File: src/inc/fss_defs.vh
// constants for the fail-safe supervisor: timing, counts and control image layout
`ifndef FSS_DEFS_VH
`define FSS_DEFS_VH

// --------------------------------------------------------------------------
// time base
// --------------------------------------------------------------------------
`define FSS_CLK_MHZ        40
`define FSS_BLANK_US       25
`define FSS_UV1_US         16
`define FSS_V1FS_US        24
`define FSS_RST_DLY_US     1000
`define FSS_LOW_MS         200
`define FSS_V1OFF_MS       200
`define FSS_WD_P0_MS       10
`define FSS_WD_P1_MS       20
`define FSS_WD_P2_MS       50
`define FSS_WD_P3_MS       100
`define FSS_US_PER_MS      1000

// --------------------------------------------------------------------------
// failure counts
// --------------------------------------------------------------------------
`define FSS_WDCNT_MAX      4'hF
`define FSS_WDCNT_PRE_MAX  4'hE
`define FSS_WDCNT_PRE_OFF  4'h7
`define FSS_TSD_MAX        3'h7
`define FSS_TSD_PRE_MAX    3'h6

// --------------------------------------------------------------------------
// control image layout and defaults
// --------------------------------------------------------------------------
`define FSS_CTL_TRACK_LSB  0
`define FSS_CTL_CAN_BIT    2
`define FSS_CTL_CYC_LSB    3
`define FSS_CTL_PWMF_LSB   7
`define FSS_CTL_DUTY_LSB   10
`define FSS_CTL_TIMER_LSB  20
`define FSS_CTL_GEN_BIT    28
`define FSS_CTL_OUT_BIT    29
`define FSS_CTL_CP_BIT     30
`define FSS_CTL_FS_OPEN    32'h0FFF_FFFF
`define FSS_CTL_GEN_MASK   32'h1000_0000
`define FSS_CTL_POR        32'h0000_0000
`define FSS_CTL_FSDEF      32'h0000_0000
`define FSS_PSEL_POR       2'h0

`endif

File: src/core/fss_core.v
// fail-safe supervisor: fail-safe mode, forced standby, reset output and watchdog
`timescale 1ns/1ps
`default_nettype none
`include "fss_defs.vh"
module fss_core #(
  parameter [23:0] RST_DLY_CYC = `FSS_RST_DLY_US * `FSS_CLK_MHZ,
  parameter [23:0] LOW_CYC     = `FSS_LOW_MS * `FSS_US_PER_MS * `FSS_CLK_MHZ,
  parameter [23:0] V1OFF_CYC   = `FSS_V1OFF_MS * `FSS_US_PER_MS * `FSS_CLK_MHZ,
  parameter [23:0] WD_P0_CYC   = `FSS_WD_P0_MS * `FSS_US_PER_MS * `FSS_CLK_MHZ,
  parameter [23:0] WD_P1_CYC   = `FSS_WD_P1_MS * `FSS_US_PER_MS * `FSS_CLK_MHZ,
  parameter [23:0] WD_P2_CYC   = `FSS_WD_P2_MS * `FSS_US_PER_MS * `FSS_CLK_MHZ,
  parameter [23:0] WD_P3_CYC   = `FSS_WD_P3_MS * `FSS_US_PER_MS * `FSS_CLK_MHZ
) (
  input  wire        mclk,
  input  wire        reset,
  input  wire        spi_csn,
  input  wire        cmd_kick,
  input  wire        cmd_unlock,
  input  wire        cmd_period_wr,
  input  wire [1:0]  cmd_period_val,
  input  wire        cmd_ctrl_wr,
  input  wire [31:0] cmd_ctrl_data,
  input  wire        cmd_status1_clr,
  input  wire        main_reg_below_fall,
  input  wire        main_reg_above_rise,
  input  wire        thermal_shutdown_level2,
  input  wire        thermal_shutdown_level1,
  input  wire        load_above_thresh,
  input  wire        supply_overvolt,
  input  wire        main_reg_short,
  input  wire        sgnd_lost_in,
  input  wire        wake_can,
  input  wire        wake_lin,
  input  wire        wake_pin,
  input  wire        wake_can_en,
  input  wire        wake_lin_en,
  input  wire        wake_pin_en,
  input  wire        cluster_mode,
  input  wire        standby_req,
  output reg         host_reset_out_o,
  output reg         host_reset_out_oe,
  output reg         main_reg_enable_r,
  output reg         power_outputs_en_r,
  output reg         charge_pump_en_r,
  output reg         safety_lowside_a,
  output reg         safety_lowside_b,
  output reg         lin_tx_enable_r,
  output reg [1:0]   watchdog_period_sel,
  output reg         watchdog_cfg_unlock,
  output reg [31:0]  ctrl_image_r,
  output reg [1:0]   mode_r,
  output reg         failsafe_flag,
  output reg         watchdog_failure_flag,
  output reg [3:0]   watchdog_failure_count,
  output reg         main_reg_undervolt_flag,
  output reg         thermal_sd2_flag,
  output reg         forced_sleep_by_watchdog,
  output reg         forced_sleep_thermal_or_short,
  output reg         signal_ground_lost
);
  localparam [1:0] MD_ACT = 2'h0, MD_STBY = 2'h1, MD_FORCED = 2'h2;
  localparam [1:0] WD_IDLE = 2'h0, WD_LOW = 2'h1, WD_CLOSED = 2'h2, WD_OPEN = 2'h3;
  localparam [1:0] RS_HOLD = 2'h0, RS_DELAY = 2'h1, RS_REL = 2'h2;
  localparam [11:0] UV1_CYC  = `FSS_UV1_US * `FSS_CLK_MHZ;
  localparam [11:0] V1FS_CYC = `FSS_V1FS_US * `FSS_CLK_MHZ;
  localparam [23:0] BLANK_CYC = `FSS_BLANK_US * `FSS_CLK_MHZ;
  localparam NA = 11;
  localparam NC = 39;

  // --------------------------------------------------------------------------
  // synchronisers: monitor, wake and chip-select pins and the command fields, two flops each
  // --------------------------------------------------------------------------
  wire [NA-1:0] async_in = {main_reg_below_fall, main_reg_above_rise, thermal_shutdown_level2,
                            thermal_shutdown_level1, load_above_thresh, supply_overvolt,
                            main_reg_short, sgnd_lost_in, wake_can, wake_lin, wake_pin};
  wire [NC-1:0] cmd_in   = {cmd_kick, cmd_unlock, cmd_period_wr, cmd_period_val,
                            cmd_ctrl_wr, cmd_ctrl_data, cmd_status1_clr};
  reg  [NA-1:0] a_m_r, a_s_r;
  reg  [NC-1:0] c_m_r, c_s_r;
  reg           csn_m_r, csn_s_r, csn_d_r, thermal_shutdown_level2_d_r;

  // fields are stable while chip select is low and just after it rises, so a plain two-flop copy is safe
  always @(posedge mclk) begin
    if (reset) begin
      a_m_r    <= {NA{1'b0}};
      a_s_r    <= {NA{1'b0}};
      c_m_r    <= {NC{1'b0}};
      c_s_r    <= {NC{1'b0}};
      csn_m_r  <= 1'b1;
      csn_s_r  <= 1'b1;
      csn_d_r  <= 1'b1;
      thermal_shutdown_level2_d_r <= 1'b0;
    end else begin
      a_m_r    <= async_in;
      a_s_r    <= a_m_r;
      c_m_r    <= cmd_in;
      c_s_r    <= c_m_r;
      csn_m_r  <= spi_csn;
      csn_s_r  <= csn_m_r;
      csn_d_r  <= csn_s_r;
      thermal_shutdown_level2_d_r <= a_s_r[8];
    end
  end

  wire        below_s = a_s_r[10];
  wire        above_s = a_s_r[9];
  wire        thermal_shutdown_level2_s  = a_s_r[8];
  wire        thermal_shutdown_level1_s  = a_s_r[7];
  wire        load_s  = a_s_r[6];
  wire        ov_s    = a_s_r[5];
  wire        short_s = a_s_r[4];
  wire        gnd_s   = a_s_r[3];
  wire        wake    = (a_s_r[2] & wake_can_en) | (a_s_r[1] & wake_lin_en) | (a_s_r[0] & wake_pin_en);
  wire        frame   = csn_s_r & ~csn_d_r;
  wire        kick    = frame & c_s_r[38];
  wire        st1_clr = frame & c_s_r[0];

  // --------------------------------------------------------------------------
  // timers and state
  // --------------------------------------------------------------------------
  reg  [1:0]  wd_st_r, wd_st_nxt, rs_st_r, rs_st_nxt;
  reg  [11:0] uv_cnt_r;
  reg  [2:0]  tsd_cnt_r;
  reg         fs_r, wd_cause_r, uv_cause_r, pend_r;
  reg         wd_load;
  reg  [23:0] wd_val, wd_half;
  wire        wd_busy, wd_done, rs_busy, rs_done, off_busy, off_done, bl_busy, bl_done;
  wire        v1off_evt, blank_go;

  fss_timer u_wd_tmr (
    .mclk   (mclk),
    .reset  (reset),
    .load   (wd_load),
    .value  (wd_val),
    .busy   (wd_busy),
    .done_r (wd_done)
  );

  fss_timer u_rst_tmr (
    .mclk   (mclk),
    .reset  (reset),
    .load   (rs_st_r == RS_HOLD && rs_st_nxt == RS_DELAY),
    .value  (RST_DLY_CYC),
    .busy   (rs_busy),
    .done_r (rs_done)
  );

  fss_timer u_off_tmr (
    .mclk   (mclk),
    .reset  (reset),
    .load   (v1off_evt),
    .value  (V1OFF_CYC),
    .busy   (off_busy),
    .done_r (off_done)
  );

  fss_timer u_blank_tmr (
    .mclk   (mclk),
    .reset  (reset),
    .load   (blank_go),
    .value  (BLANK_CYC),
    .busy   (bl_busy),
    .done_r (bl_done)
  );

  // --------------------------------------------------------------------------
  // failure events
  // --------------------------------------------------------------------------
  wire active    = (mode_r == MD_ACT) | (mode_r == MD_STBY);
  wire wd_run    = (mode_r == MD_ACT) | ((mode_r == MD_STBY) & load_s);
  wire wd_fail   = wd_run & (wd_st_r != WD_IDLE) &
                   ((kick & (wd_st_r == WD_CLOSED)) |
                    (wd_done & ((wd_st_r == WD_LOW) | (wd_st_r == WD_OPEN))));
  wire uv_rst    = active & below_s & (uv_cnt_r == UV1_CYC - 12'h001);
  wire uv_fs     = active & below_s & (uv_cnt_r == V1FS_CYC - 12'h001);
  wire thermal_shutdown_level2_rise = active & thermal_shutdown_level2_s & ~thermal_shutdown_level2_d_r;
  wire fs_cause  = wd_fail | uv_fs | thermal_shutdown_level2_rise;
  wire wd_forced = wd_fail & (watchdog_failure_count >= `FSS_WDCNT_PRE_MAX);
  wire tsd_forced = thermal_shutdown_level2_rise & (tsd_cnt_r >= `FSS_TSD_PRE_MAX);
  wire hard_fail = wd_forced | tsd_forced | (active & (short_s | gnd_s));
  wire forced_go = (hard_fail | pend_r) & ~ov_s & (mode_r != MD_FORCED);
  wire fs_enter  = ~fs_r & (fs_cause | hard_fail);
  assign v1off_evt = wd_fail & ~wd_forced & (watchdog_failure_count == `FSS_WDCNT_PRE_OFF);
  wire rst_evt   = wd_fail | uv_rst;
  wire wake_go   = (mode_r != MD_ACT) & wake;
  assign blank_go = (mode_r == MD_FORCED) & wake & fs_r;
  wire cause_gone = ~wd_cause_r & ~uv_cause_r & ~thermal_shutdown_level2_s;
  wire fs_exit   = fs_r & st1_clr & cause_gone & ~fs_cause & ~hard_fail;
  wire rs_rel    = (rs_st_r == RS_DELAY) & rs_done & above_s & ~rst_evt;

  // --------------------------------------------------------------------------
  // reset output sequencing
  // --------------------------------------------------------------------------
  always @* begin
    rs_st_nxt = rs_st_r;
    if (rst_evt | forced_go | ~main_reg_enable_r) begin
      rs_st_nxt = RS_HOLD;
    end else begin
      case (rs_st_r)
        RS_HOLD: begin
          if (above_s & (mode_r != MD_FORCED)) begin
            rs_st_nxt = RS_DELAY;
          end
        end
        RS_DELAY: begin
          if (~above_s) begin
            rs_st_nxt = RS_HOLD;
          end else if (rs_done) begin
            rs_st_nxt = RS_REL;
          end
        end
        RS_REL:  rs_st_nxt = RS_REL;
        default: rs_st_nxt = RS_HOLD;
      endcase
    end
  end

  // --------------------------------------------------------------------------
  // watchdog window sequencing; the half period is the closed part
  // --------------------------------------------------------------------------
  always @* begin
    case (watchdog_period_sel)
      2'h0:    wd_half = WD_P0_CYC >> 1;
      2'h1:    wd_half = WD_P1_CYC >> 1;
      2'h2:    wd_half = WD_P2_CYC >> 1;
      default: wd_half = WD_P3_CYC >> 1;
    endcase
    wd_st_nxt = wd_st_r;
    wd_load   = 1'b0;
    wd_val    = wd_half;
    if (rst_evt | forced_go) begin
      wd_st_nxt = WD_IDLE;
    end else if (rs_rel) begin
      wd_st_nxt = WD_LOW;
      wd_load   = 1'b1;
      wd_val    = LOW_CYC;
    end else if (wd_run) begin
      case (wd_st_r)
        WD_LOW: begin
          if (kick) begin
            wd_st_nxt = WD_CLOSED;
            wd_load   = 1'b1;
          end
        end
        WD_CLOSED: begin
          if (wd_done) begin
            wd_st_nxt = WD_OPEN;
            wd_load   = 1'b1;
          end
        end
        WD_OPEN: begin
          if (kick) begin
            wd_st_nxt = WD_CLOSED;
            wd_load   = 1'b1;
          end
        end
        default: wd_st_nxt = WD_IDLE;
      endcase
    end
  end

  // --------------------------------------------------------------------------
  // main state, flags and control image
  // --------------------------------------------------------------------------
  always @(posedge mclk) begin
    if (reset) begin
      mode_r                        <= MD_ACT;
      wd_st_r                       <= WD_IDLE;
      rs_st_r                       <= RS_HOLD;
      uv_cnt_r                      <= 12'h000;
      tsd_cnt_r                     <= 3'h0;
      fs_r                          <= 1'b0;
      wd_cause_r                    <= 1'b0;
      uv_cause_r                    <= 1'b0;
      pend_r                        <= 1'b0;
      host_reset_out_o              <= 1'b0;
      host_reset_out_oe             <= 1'b1;
      main_reg_enable_r             <= 1'b1;
      power_outputs_en_r            <= 1'b0;
      charge_pump_en_r              <= 1'b0;
      safety_lowside_a              <= 1'b0;
      safety_lowside_b              <= 1'b0;
      lin_tx_enable_r               <= 1'b1;
      watchdog_period_sel           <= `FSS_PSEL_POR;
      watchdog_cfg_unlock           <= 1'b0;
      ctrl_image_r                  <= `FSS_CTL_POR;
      failsafe_flag                 <= 1'b0;
      watchdog_failure_flag         <= 1'b0;
      watchdog_failure_count        <= 4'h0;
      main_reg_undervolt_flag       <= 1'b0;
      thermal_sd2_flag              <= 1'b0;
      forced_sleep_by_watchdog      <= 1'b0;
      forced_sleep_thermal_or_short <= 1'b0;
      signal_ground_lost            <= 1'b0;
    end else begin
      wd_st_r <= wd_st_nxt;
      rs_st_r <= rs_st_nxt;
      // reset pin is asserted whenever not released; low level only, pull-up is external
      host_reset_out_oe <= (rs_st_nxt != RS_REL);
      // undervoltage filter saturates so each event fires once per dip
      if (~below_s) begin
        uv_cnt_r <= 12'h000;
      end else if (uv_cnt_r != V1FS_CYC) begin
        uv_cnt_r <= uv_cnt_r + 12'h001;
      end
      // command frame: unlock is one-shot, period write needs the old unlock
      if (frame) begin
        watchdog_cfg_unlock <= c_s_r[37];
        if (watchdog_cfg_unlock & c_s_r[36]) begin
          watchdog_period_sel <= c_s_r[35:34];
        end
        if (c_s_r[33]) begin
          ctrl_image_r <= fs_r ? ((ctrl_image_r & ~`FSS_CTL_FS_OPEN) |
                                  (c_s_r[32:1] & `FSS_CTL_FS_OPEN)) : c_s_r[32:1];
        end
      end
      // failure counters, saturating
      if (wd_fail) begin
        if (watchdog_failure_count != `FSS_WDCNT_MAX) begin
          watchdog_failure_count <= watchdog_failure_count + 4'h1;
        end
      end else if (kick & (wd_st_r == WD_OPEN)) begin
        watchdog_failure_count <= 4'h0;
      end
      if (thermal_shutdown_level2_rise & (tsd_cnt_r != `FSS_TSD_MAX)) begin
        tsd_cnt_r <= tsd_cnt_r + 3'h1;
      end
      // causes: set wins over the clearing condition
      if (wd_fail) begin
        wd_cause_r <= 1'b1;
      end else if (kick & (wd_st_r == WD_LOW)) begin
        wd_cause_r <= 1'b0;
      end
      if (uv_fs) begin
        uv_cause_r <= 1'b1;
      end else if (above_s) begin
        uv_cause_r <= 1'b0;
      end
      // status one flags: set wins over read and clear
      watchdog_failure_flag   <= wd_fail | (watchdog_failure_flag & ~st1_clr);
      main_reg_undervolt_flag <= uv_fs | (main_reg_undervolt_flag & ~st1_clr);
      thermal_sd2_flag        <= thermal_shutdown_level2_rise | (thermal_sd2_flag & ~st1_clr);
      forced_sleep_by_watchdog <= wd_forced | (forced_sleep_by_watchdog & ~st1_clr);
      forced_sleep_thermal_or_short <= tsd_forced | (active & short_s) |
                                       (forced_sleep_thermal_or_short & ~st1_clr);
      signal_ground_lost      <= (active & gnd_s) | (signal_ground_lost & ~st1_clr);
      // fail-safe state
      if (fs_cause | hard_fail) begin
        fs_r          <= 1'b1;
        failsafe_flag <= 1'b1;
      end else if (fs_exit) begin
        fs_r          <= 1'b0;
        failsafe_flag <= 1'b0;
      end
      if (fs_enter & ~forced_go) begin
        ctrl_image_r <= `FSS_CTL_FSDEF | (ctrl_image_r & `FSS_CTL_GEN_MASK);
      end
      // overvoltage keeps the device in temporary fail-safe until it clears
      if (forced_go) begin
        pend_r <= 1'b0;
      end else if (hard_fail & ov_s) begin
        pend_r <= 1'b1;
      end
      // operating mode and regulator
      if (forced_go) begin
        mode_r              <= MD_FORCED;
        main_reg_enable_r   <= 1'b0;
        ctrl_image_r        <= `FSS_CTL_POR;
        watchdog_period_sel <= `FSS_PSEL_POR;
        watchdog_cfg_unlock <= 1'b0;
      end else if (wake_go) begin
        mode_r            <= MD_ACT;
        main_reg_enable_r <= 1'b1;
      end else if ((mode_r == MD_ACT) & standby_req) begin
        mode_r <= MD_STBY;
      end else if (v1off_evt) begin
        main_reg_enable_r <= 1'b0;
      end else if (off_done & (mode_r != MD_FORCED)) begin
        main_reg_enable_r <= 1'b1;
      end
      // drivers: fail-safe forces outputs off and the safety low-sides on, except during the wake blanking time
      power_outputs_en_r <= ctrl_image_r[`FSS_CTL_OUT_BIT] & ~fs_r & (mode_r == MD_ACT);
      charge_pump_en_r   <= ctrl_image_r[`FSS_CTL_CP_BIT] & ~fs_r & (mode_r == MD_ACT);
      safety_lowside_a   <= fs_r & ~bl_busy & ~blank_go;
      safety_lowside_b   <= fs_r & ~bl_busy & ~blank_go;
      lin_tx_enable_r    <= ~(fs_r & cluster_mode & thermal_shutdown_level1_s);
    end
  end
endmodule
`default_nettype wire

File: src/core/fss_timer.v
// one-shot down counter giving a busy level and a done pulse
`timescale 1ns/1ps
`default_nettype none
module fss_timer (
  input  wire        mclk,
  input  wire        reset,
  input  wire        load,
  input  wire [23:0] value,
  output wire        busy,
  output reg         done_r
);
  reg [23:0] cnt_r;

  // --------------------------------------------------------------------------
  // count down; a new load restarts the count at once
  // --------------------------------------------------------------------------
  always @(posedge mclk) begin
    if (reset) begin
      cnt_r  <= 24'h00_0000;
      done_r <= 1'b0;
    end else if (load) begin
      cnt_r  <= value;
      done_r <= 1'b0;
    end else begin
      done_r <= (cnt_r == 24'h00_0001);
      if (cnt_r != 24'h00_0000) begin
        cnt_r <= cnt_r - 24'h00_0001;
      end
    end
  end

  assign busy = (cnt_r != 24'h00_0000);
endmodule
`default_nettype wire

File: config.mk
export PLATFORM = sky130hd
export DESIGN_NAME = fss_core
export DESIGN_NICKNAME = d
export VERILOG_FILES = /design/src/core/fss_core.v /design/src/core/fss_timer.v
export VERILOG_INCLUDE_DIRS = /design/src /design/src/inc
export SDC_FILE = /design/constraint.sdc
export NUM_CORES = 1
export LEC_CHECK = 0
export ABC_AREA = 1
export BUFFER_PORTS_ARGS = -buffer_cell sky130_fd_sc_hd__buf_2
export CELL_PAD_IN_SITES_DETAIL_PLACEMENT = 1
export CELL_PAD_IN_SITES_GLOBAL_PLACEMENT = 1
export CORE_MARGIN = 2
export CORE_UTILIZATION = 39
export CTS_CLUSTER_DIAMETER = 60
export DETAILED_ROUTE_END_ITERATION = 16
export PLACE_DENSITY = 0.78
export SYNTH_ARGS = -nofsm -noshare
export SYNTH_HDL_FRONTEND = slang
export SYNTH_HIERARCHICAL = 1
export SYNTH_SLANG_ARGS = --single-unit
File: constraint.sdc
create_clock -name mclk -period 2 [get_ports mclk]
set_input_delay 0.4 -clock mclk [delete_from_list [all_inputs] [get_ports mclk]]
set_output_delay 0.4 -clock mclk [all_outputs]
set_load 0.01 [all_outputs]
==> results of run 1 <==
## flip-flops by register name (all words and copies together), names as in the netlist, 2 cells and up
signal                  flops
a_s_r                      11
uv_cnt_r                   12
c_m_r                      39
u_rst_tmr/cnt_r            24
watchdog_period_sel         2
rs_st_r                     2
c_s_r                      39
mode_r                      2
wd_st_r                     2
ctrl_image_r               32
watchdog_failure_count      4
u_blank_tmr/cnt_r          24
u_off_tmr/cnt_r            24
u_wd_tmr/cnt_r             24
tsd_cnt_r                   3
a_m_r                      11
## report_power, final
part | total, mW | leakage, nW | switching, mW | internal, mW
sequential | 7.54 | 2.29 | 1.01 | 6.52
combinational | 12.4 | 5.21 | 8.03 | 4.35
clock | 6.67 | 0.608 | 2.61 | 4.06
total | 26.6 | 8.11 | 11.6 | 14.9
## layout make-up
class	count	area, µm²	area share (%)
inverter	289	1100	6.43
tap	448	561	3.27
timing repair buffer	214	1560	9.08
multi-input combinational	1367	7090	41.3
clock buffer	43	976	5.69
sequential	279	5600	32.6
clock inverter	20	269	1.57
## final timing paths
kind | startpoint | endpoint | cells past startpoint
setup / recovery | tsd_cnt_r[0]$_SDFFE_PP0P_ | u_rst_tmr/cnt_r[8]$_SDFFE_PP0P_ | 18
hold / removal | spi_csn | csn_m_r$_SDFF_PP1_ | 2
setup reg to reg | tsd_cnt_r[0]$_SDFFE_PP0P_ | u_rst_tmr/cnt_r[8]$_SDFFE_PP0P_ | 18
hold reg to reg | a_s_r[7]$_SDFF_PP0_ | lin_tx_enable_r$_SDFF_PP1_ | 1
## placed cells by master (no fill, tap or decap), types with 21 or more instances in the layout
cell	instances
nand2_1	453
buf_2	111
conb_1	82
nand2_2	36
a21oi_2	26
nor2_2	56
nor2_1	293
inv_1	267
nand2_4	21
nand3_1	65
a21oi_1	79
dfxtp_1	270
xor2_1	36
buf_4	79
nor2_4	29
nand4_1	33
o21ai_0	40
clkbuf_16	40
## metal layers
| layer | share of wire, % | global-route usage [%] | up-vias |
|---|---|---|---|
| li1 | - | - | 6325 |
| met1 | 43 | 26.6 | 6000 |
| met2 | 50 | 38.6 | 190 |
| met3 | 3.7 | 3.30 | 81 |
| met4 | 2.9 | 7.60 | 0 |
| met5 | 0 | 0 | - |
## stage by stage
step	hold slack, ps	instances	TNS [ps]
CTS	51.7	2645	-506
global placement	372	2571	-2550
detailed placement	384	2571	-6400
finish	64.9	2660	-7210
global route	53.7	2660	-14420
floorplan	367	1982	-479
## repair_timing
action / 4_1_cts / 5_1_grt
setup endpoints to repair: 56 / 107
pin swaps: 5 / 31
hold buffers: 0 / 0
buffers inserted: 9 / 10
gates cloned: 2 / 6
resized for setup: 26 / 112
==> out/metrics.cfg, run 1 <==
[outcome]
status = complete, but fails checks
violations = setup timing

[pwr]
power_mw = 26.6
powerDensity_nw_per_um2 = 1550
peakVddDrop_mv = 0.977
leakagePower_nw = 8.11

[detailed_routing]
drc = 0
ant_nets = 0
vias = 12596
firstDrtPassIters = 4
viasPerCell = 4.74
drt-initial-drc-count = 388
finalWirelength_um = 39900
drt-wirelength-per-cell_um = 15.0

[sta]
maxSlewViolCount = 0
rsz0062_at_grt = yes
fin_crit_sh_pct = 111
setup_viol = 50
finalCriticalPeriod_ps = 2220
fin_skew_ps = 11.3
fin_ws_ps = -221
worst_pin_slew_ps = 517
hold_viol_final = 0
slew_headroom_pct = 65.5
max_freq_ghz = 0.450

[floorplanning]
dieArea_um2 = 35400
io-pin-count = 114
die_w_um = 188
die_y_um = 188
core_region_area_um2 = 33400
start_util_pct = 39.6
fp-row-count = 67

[flow_run]
drv_cap = 0

[clocking]
numCtsBuffers = 35
cts.sinks = 279
cts_buffer_depth = 3
clockRootBuffer = clkbuf_16
insertion_delay_ps = 520
clk_pin_slew_worst_paths_ps = 60
cts-htree-levels = 2
cts_tree = yes

[worst_setup_path]
critPathLaunchType = flip-flop
worst_setup_path_end_kind = flip-flop
worstPathArrival_ps = 2650
worst-path-buf-inv = 3
worstPathMaxFanout = 7
critical-path-slowest-cell = dfxtp_2
crit_family = simple AND/OR/NAND/NOR gates
crit_required_ps = 2430
cp_cell_sequence = inv_2 > ha_4 > nand2_2 > nand2_2 > nand3_2 > nand2_2 > nor2_4 > nand3_2 > nand2_2 > nand2_4 > nor2_4 > nand2_2 > nor2_4 > clkinv_4 > buf_6 > nand2_2 > nand2_2 > nor3_2
slowest_delay_ps = 330
crit_type = flip-flop to flip-flop
reg2reg_setup_slack_ps = -220
cpMostUsedCell = nand2_2

[grt]
grt_start_max_net_pins = 65
first_global_vias = 13468
antenna_found_initial = 0
grt_pass1_wl_um = 64200
grt_usage_pct = 21.7
overflow = 0

[yosys]
ys_warn_count = 6
syn_area_per_cell_um2 = 6.96
synthCells = 1902
syn-cell-area_um2 = 13200

[place]
hpwl_um = 27300
pre_cts_slack_ps = -195
placed_area_um2 = 15100
place.port_buffers = 112
place_congestion = 0.821

[finish]
n_antenna_cell = 0
fill_cells = 4299
postLayoutCoreUtil_pct = 51.3
area_growth_pct = 29.5
finalInstanceArea_um2 = 17100
drive_above_1_share_pct = 23.5
nets = 2266

[hold_path]
min_path_type = input pin to flip-flop

Note: power is estimated with default switching activity, not from simulation.
==> run 2: changes to the inputs <==
--- a/config.mk
+++ b/config.mk
@@ -6,15 +6,14 @@
 export SDC_FILE = /design/constraint.sdc
 export NUM_CORES = 1
 export LEC_CHECK = 0
-export ABC_AREA = 1
 export BUFFER_PORTS_ARGS = -buffer_cell sky130_fd_sc_hd__buf_2
 export CELL_PAD_IN_SITES_DETAIL_PLACEMENT = 1
 export CELL_PAD_IN_SITES_GLOBAL_PLACEMENT = 1
 export CORE_MARGIN = 2
-export CORE_UTILIZATION = 39
+export CORE_UTILIZATION = 41
 export CTS_CLUSTER_DIAMETER = 60
 export DETAILED_ROUTE_END_ITERATION = 16
-export PLACE_DENSITY = 0.78
+export PLACE_DENSITY = 0.77
 export SYNTH_ARGS = -nofsm -noshare
 export SYNTH_HDL_FRONTEND = slang
 export SYNTH_HIERARCHICAL = 1
==> run 2 against run 1 <==
The flow still finishes with violations (setup timing). Non-clock buffer count grew 109. Critical path depth shrank 6. Clock power fell by 11%. Critical endpoint is now u_rst_tmr/cnt_r[12]$_SDFFE_PP0P_. Largest power group unchanged.
==> out/metrics.cfg, run 2 <==
[outcome]
status = complete, but fails checks
violations = setup timing

[clocking]
numCtsBuffers = 31
cts_hold_buf = 0
clk_pin_slew_worst_paths_ps = 70
cts_buffer_depth = 3
clockRootBuffer = clkbuf_16
cts_tree = yes
cts-htree-levels = 1
cts.sinks = 279
insertion_delay_ps = 570

[flow_run]
drv_cap = 0

[sta]
hold_viol_final = 0
rsz0062_at_grt = yes
setup_viol = 119
finalCriticalPeriod_ps = 2520
slew_headroom_pct = 29.0
worst_pin_slew_ps = 1060
holdWs_ps = 28.6
max_freq_ghz = 0.396
fin_skew_ps = 22.8
fin_ws_ps = -523
maxSlewViolCount = 0
fin_crit_sh_pct = 126

[grt]
first_global_vias = 11308
overflow = 0
antenna_found_initial = 3
grt_start_max_net_pins = 75
grt_usage_pct = 24.0
grt_pass1_wl_um = 59500

[worst_setup_path]
crit_start = tsd_cnt_r[0]$_SDFFE_PP0P_
r2r-start = tsd_cnt_r[0]$_SDFFE_PP0P_
critPathLaunchType = flip-flop
reg2reg_depth = 12
critical-path-slowest-cell = dfxtp_2
cp_cell_sequence = inv_1 > ha_1 > o21ai_2 > o21ai_4 > a211oi_4 > o21ai_4 > nor4_4 > buf_6 > buf_6 > nor2b_4 > nand2_1 > o21ai_2
worst_setup_path_end_kind = flip-flop
endpoint = u_rst_tmr/cnt_r[12]$_SDFFE_PP0P_
crit_family = compound AO/OA/AOI/OAI gates
worstPathArrival_ps = 3020
worst-path-buf-inv = 3
crit_required_ps = 2490
worstSetupPathDepth = 12
crit_type = flip-flop to flip-flop
worstPathMaxFanout = 5
worstReg2RegEnd = u_rst_tmr/cnt_r[12]$_SDFFE_PP0P_
reg2reg_setup_slack_ps = -520
slowest_delay_ps = 340

[detailed_routing]
ant_nets = 0
wl_met3_um = 2480
maxUsedRoutingLayer = met4
firstDrtPassIters = 5
drc = 0
viasPerCell = 5.56
finalWirelength_um = 49000
vias = 11441
drt-wirelength-per-cell_um = 23.8
wl_met2_um = 24900
m1WireLength_um = 18900
drt-initial-drc-count = 914

[finish]
area_growth_pct = 42.6
nets = 1724
reg_top3 = c_m_r x39, c_s_r x39, ctrl_image_r x32
postLayoutCoreUtil_pct = 59.2
fill_cells = 3172
finalInstanceArea_um2 = 17000
final_common_cell = dfxtp_1
layout_common_cells = dfxtp_1 (271), buf_4 (151), buf_2 (112), nor2b_1 (109), nand2_1 (100)
drive_above_1_share_pct = 35.2

[place]
hpwl_um = 24200
placed_area_um2 = 14200
place.port_buffers = 112
place_congestion = 0.855

[floorplanning]
core_region_area_um2 = 28600
fp-row-count = 62
dieArea_um2 = 30400
io-pin-count = 114
die_y_um = 174
start_util_pct = 41.6
die_w_um = 174

[yosys]
synthCells = 1262
ys_warn_count = 6
syn-cell-area_um2 = 11900
syn_area_per_cell_um2 = 9.43

[pwr]
peakVddDrop_mv = 1.07
powerDensity_nw_per_um2 = 1370
leakagePower_nw = 7.16

[hold_path]
min_path_type = input pin to flip-flop

==> run 2: worst min-delay path by stage <==
| stage | cells past startpoint | from | endpoint | slack, ps |
|---|---|---|---|---|
| 2_1_floorplan | 1 | a_s_r[7]$_SDFF_PP0_ | lin_tx_enable_r$_SDFF_PP1_ | 380 |
| 3_3_place_gp | 1 | a_s_r[7]$_SDFF_PP0_ | lin_tx_enable_r$_SDFF_PP1_ | 380 |
| 3_5_place_dp | 1 | a_s_r[7]$_SDFF_PP0_ | lin_tx_enable_r$_SDFF_PP1_ | 390 |
| 4_1_cts | 2 | spi_csn | csn_m_r$_SDFF_PP1_ | 30 |
| 5_1_grt | 2 | spi_csn | csn_m_r$_SDFF_PP1_ | 30 |
| 6_report | 2 | spi_csn | csn_m_r$_SDFF_PP1_ | 30 |
==> run 2: area by class of cell <==
cell class / count / area [µm²] / share of cell area (%)
antenna: 5 / 12.5 / 0.0738
inverter: 41 / 160 / 0.944
multi-input combinational: 968 / 7120 / 42.0
timing repair buffer: 323 / 2560 / 15.1
clock inverter: 17 / 168 / 0.989
tap: 384 / 480 / 2.83
clock buffer: 39 / 856 / 5.05
sequential: 279 / 5600 / 33.0
==> run 2: what timing repair did <==
action,in CTS,in global routing
buffers inserted,16,45
hold endpoints to repair,0,0
gates resized for setup,37,207
pin swaps,26,71
endpoints found under the setup margin,103,130
cloned,4,10
==> run 2: layer usage <==
metal  vias up  GRT usage, %
met1      5675          28.8
met3       203          3.54
li1       5093             -
met2       470          43.7
met5         -             0
met4         0          8.16
==> run 2: power by group <==
group	switching [mW]	internal, mW
Sequential	1.07	6.46
Combinational	5.31	4.52
Clock	2.60	3.31
Total	8.98	14.3
==> run 2: stage by stage <==
step	instances	setup TNS (ps)	power (mW)	setup WS [ps]
2_1_floorplan	1342	-6820	12.8	-271
3_3_place_gp	1924	-4850	15.1	-195
3_5_place_dp	1924	-11260	15.4	-304
4_1_cts	1999	-11850	21.4	-218
5_1_grt	2054	-38200	24.3	-596
6_report	2056	-31700	23.3	-523
==> run 3: changes to the inputs <==
--- a/config.mk
+++ b/config.mk
@@ -10,10 +10,12 @@
 export CELL_PAD_IN_SITES_DETAIL_PLACEMENT = 1
 export CELL_PAD_IN_SITES_GLOBAL_PLACEMENT = 1
 export CORE_MARGIN = 2
-export CORE_UTILIZATION = 41
+export CORE_UTILIZATION = 45
 export CTS_CLUSTER_DIAMETER = 60
 export DETAILED_ROUTE_END_ITERATION = 16
-export PLACE_DENSITY = 0.77
+export HOLD_SLACK_MARGIN = 0.06
+export MAX_ROUTING_LAYER = met4
+export PLACE_DENSITY = 0.8
 export SYNTH_ARGS = -nofsm -noshare
 export SYNTH_HDL_FRONTEND = slang
 export SYNTH_HIERARCHICAL = 1
==> constraint.sdc (replaced) <==
create_clock -name mclk -period 2.6 [get_ports mclk]
set_input_delay 0.52 -clock mclk [delete_from_list [all_inputs] [get_ports mclk]]
set_output_delay 0.52 -clock mclk [all_outputs]
set_load 0.01 [all_outputs]
==> run 3 against run 2 <==
The flow now finishes without violations. Hold slack better by 110 ps. First-iteration DRC count shrank 54%. Sequential power shrank 24%. Non-clock buffer count fell by 158. Utilization shrank 3.5 points. Global-route usage decreased by 0.78 points. Register-to-register slack improved by 710 ps. Routed wire length is 35% lower. Combinational power decreased by 44%. Clock skew down 6.5 ps. Largest cell class unchanged. Highest routed layer unchanged.
==> out/metrics.cfg, run 3 (synthesis results as in run 2) <==
[outcome]
status = finished clean

[floorplanning]
die_y_um = 167
io-pin-count = 114
fp-row-count = 59
start_util_pct = 45.8
dieArea_um2 = 27800
die_w_um = 167
core_region_area_um2 = 26000

[sta]
finalCriticalPeriod_ps = 2410
fin_ws_ps = 187
fin_crit_sh_pct = 92.8
setup_viol = 0
max_freq_ghz = 0.414
maxSlewViolCount = 0
setup_tns_ps = 0
slew_headroom_pct = 21.8
fin_skew_ps = 16.3
hold_viol_final = 0
rsz0062_at_grt = yes
worst_pin_slew_ps = 1170

[grt]
antenna_found_initial = 2
first_global_vias = 10253
grt_pass1_wl_um = 52300
grt_start_max_net_pins = 48
grt_usage_pct = 23.2
overflow = 0

[place]
place.port_buffers = 112
pre_cts_slack_ps = 23.3
hpwl_um = 22100
place_congestion = 0.805

[clocking]
insertion_delay_ps = 570
cts_tree = yes
numCtsBuffers = 31
cts.sinks = 279
cts-htree-levels = 1
clockRootBuffer = clkbuf_16
clk_pin_slew_worst_paths_ps = 60
cts_buffer_depth = 3

[hold_path]
hold_start = spi_csn
hold_path_depth = 2
min_path_type = input pin to flip-flop
hold_path_end = csn_m_r$_SDFF_PP1_

[finish]
fill_cells = 3007
nets = 1565
reg_top3 = c_m_r x39, c_s_r x39, ctrl_image_r x32
area_growth_pct = 21.8
final_common_cell = dfxtp_1
drive_above_1_share_pct = 20.1
layout_common_cells = dfxtp_1 (277), nand2_1 (116), nor2b_1 (114), buf_2 (111), conb_1 (82)

[pwr]
leakagePower_nw = 6.01
peakVddDrop_mv = 0.642
power_mw = 15.9
powerDensity_nw_per_um2 = 1100

[detailed_routing]
finalWirelength_um = 31800
drt-initial-drc-count = 422
m1WireLength_um = 14100
drt-wirelength-per-cell_um = 17.2
wl_met2_um = 15700
wl_met3_um = 1150
viasPerCell = 5.21
ant_nets = 0
maxUsedRoutingLayer = met4
vias = 9622
drc = 0
firstDrtPassIters = 4

[worst_setup_path]
worstPathArrival_ps = 2910
reg2reg_depth = 9
worstReg2RegEnd = u_rst_tmr/cnt_r[2]$_SDFFE_PP0P_
crit_type = flip-flop to flip-flop
r2r-start = watchdog_failure_count[1]$_SDFFE_PP0P_
worstPathMaxFanout = 19
crit_required_ps = 3100
critPathLaunchType = flip-flop
worst_setup_path_end_kind = flip-flop
reg2reg_setup_slack_ps = 190
crit_start = watchdog_failure_count[1]$_SDFFE_PP0P_

[flow_run]
drv_cap = 0

## run 3: cell types whose count changed in the layout (fill, tap and decap cells not counted), sizes merged
cell and change:
diode -3, clkbuf -4, bufinv +1, buf -150, clkinvlp -2, o21ai -1
inv -2
## run 3: where the power goes
part,internal (mW),switching [mW]
Clock,2.77,1.82
Combinational,2.49,3.05
Sequential,4.97,0.769
## run 3: worst max path at each step
stage / end / slack (ps) / cells after the start
floorplan: u_rst_tmr/cnt_r[12]$_SDFFE_PP0P_ / 5 / 11
global placement: u_wd_tmr/cnt_r[18]$_SDFFE_PP0P_ / 130 / 11
detailed placement: u_rst_tmr/cnt_r[2]$_SDFFE_PP0P_ / 20 / 10
CTS: u_rst_tmr/cnt_r[2]$_SDFFE_PP0P_ / 30 / 10
global route: u_wd_tmr/cnt_r[4]$_SDFFE_PP0P_ / 20 / 10
finish: u_rst_tmr/cnt_r[2]$_SDFFE_PP0P_ / 190 / 9
## run 3: critical path, cell delays in order, from the launching register on
cell and delay, ps:
dfxtp_1 370, ha_1 180, o211ai_1 130, nor4_4 390
a211oi_4 120, o21ai_4 250, nor4_4 90, buf_6 170
or3_2 500, a21oi_2 140
## run 3: area by class of cell
type                    count  area (µm²)  share of cell area (%)
diodes                      2        5.00                  0.0345
clock buffers              43         921                    6.36
clock inverters            14         171                    1.18
inverters                  41         154                    1.06
multi-input cells         967        6230                    43.0
flip-flops and latches    279        5590                    38.6
well taps                 335         419                    2.89
repair buffers            165         997                    6.88
## run 3: metrics by stage
step | cell area [µm²] | utilization, % | hold slack, ps | instances
6_report | 14500 | 55.8 | 141 | 1846
2_1_floorplan | 12200 | - | 376 | 1342
3_5_place_dp | 13300 | 51.2 | 395 | 1786
3_3_place_gp | 13300 | 51.2 | 383 | 1786
4_1_cts | 14400 | 55.5 | 117 | 1843
5_1_grt | 14500 | 55.8 | 127 | 1846
## run 3: repair_timing
item | in CTS | in global routing
pin swaps | 0 | 1
hold buffers | 0 | 0
buffers inserted | 0 | 1
endpoints found under the hold margin | 0 | 0
endpoints found under the setup margin | 2 | 33
gates resized for setup | 2 | 14
## run 3: metal layers
layer  global-route usage (%)  up-vias
met5                        -        -
met4                     6.33        0
met3                     3.28       62
met2                     40.3      151
met1                     28.3     4657
li1                         -     4752
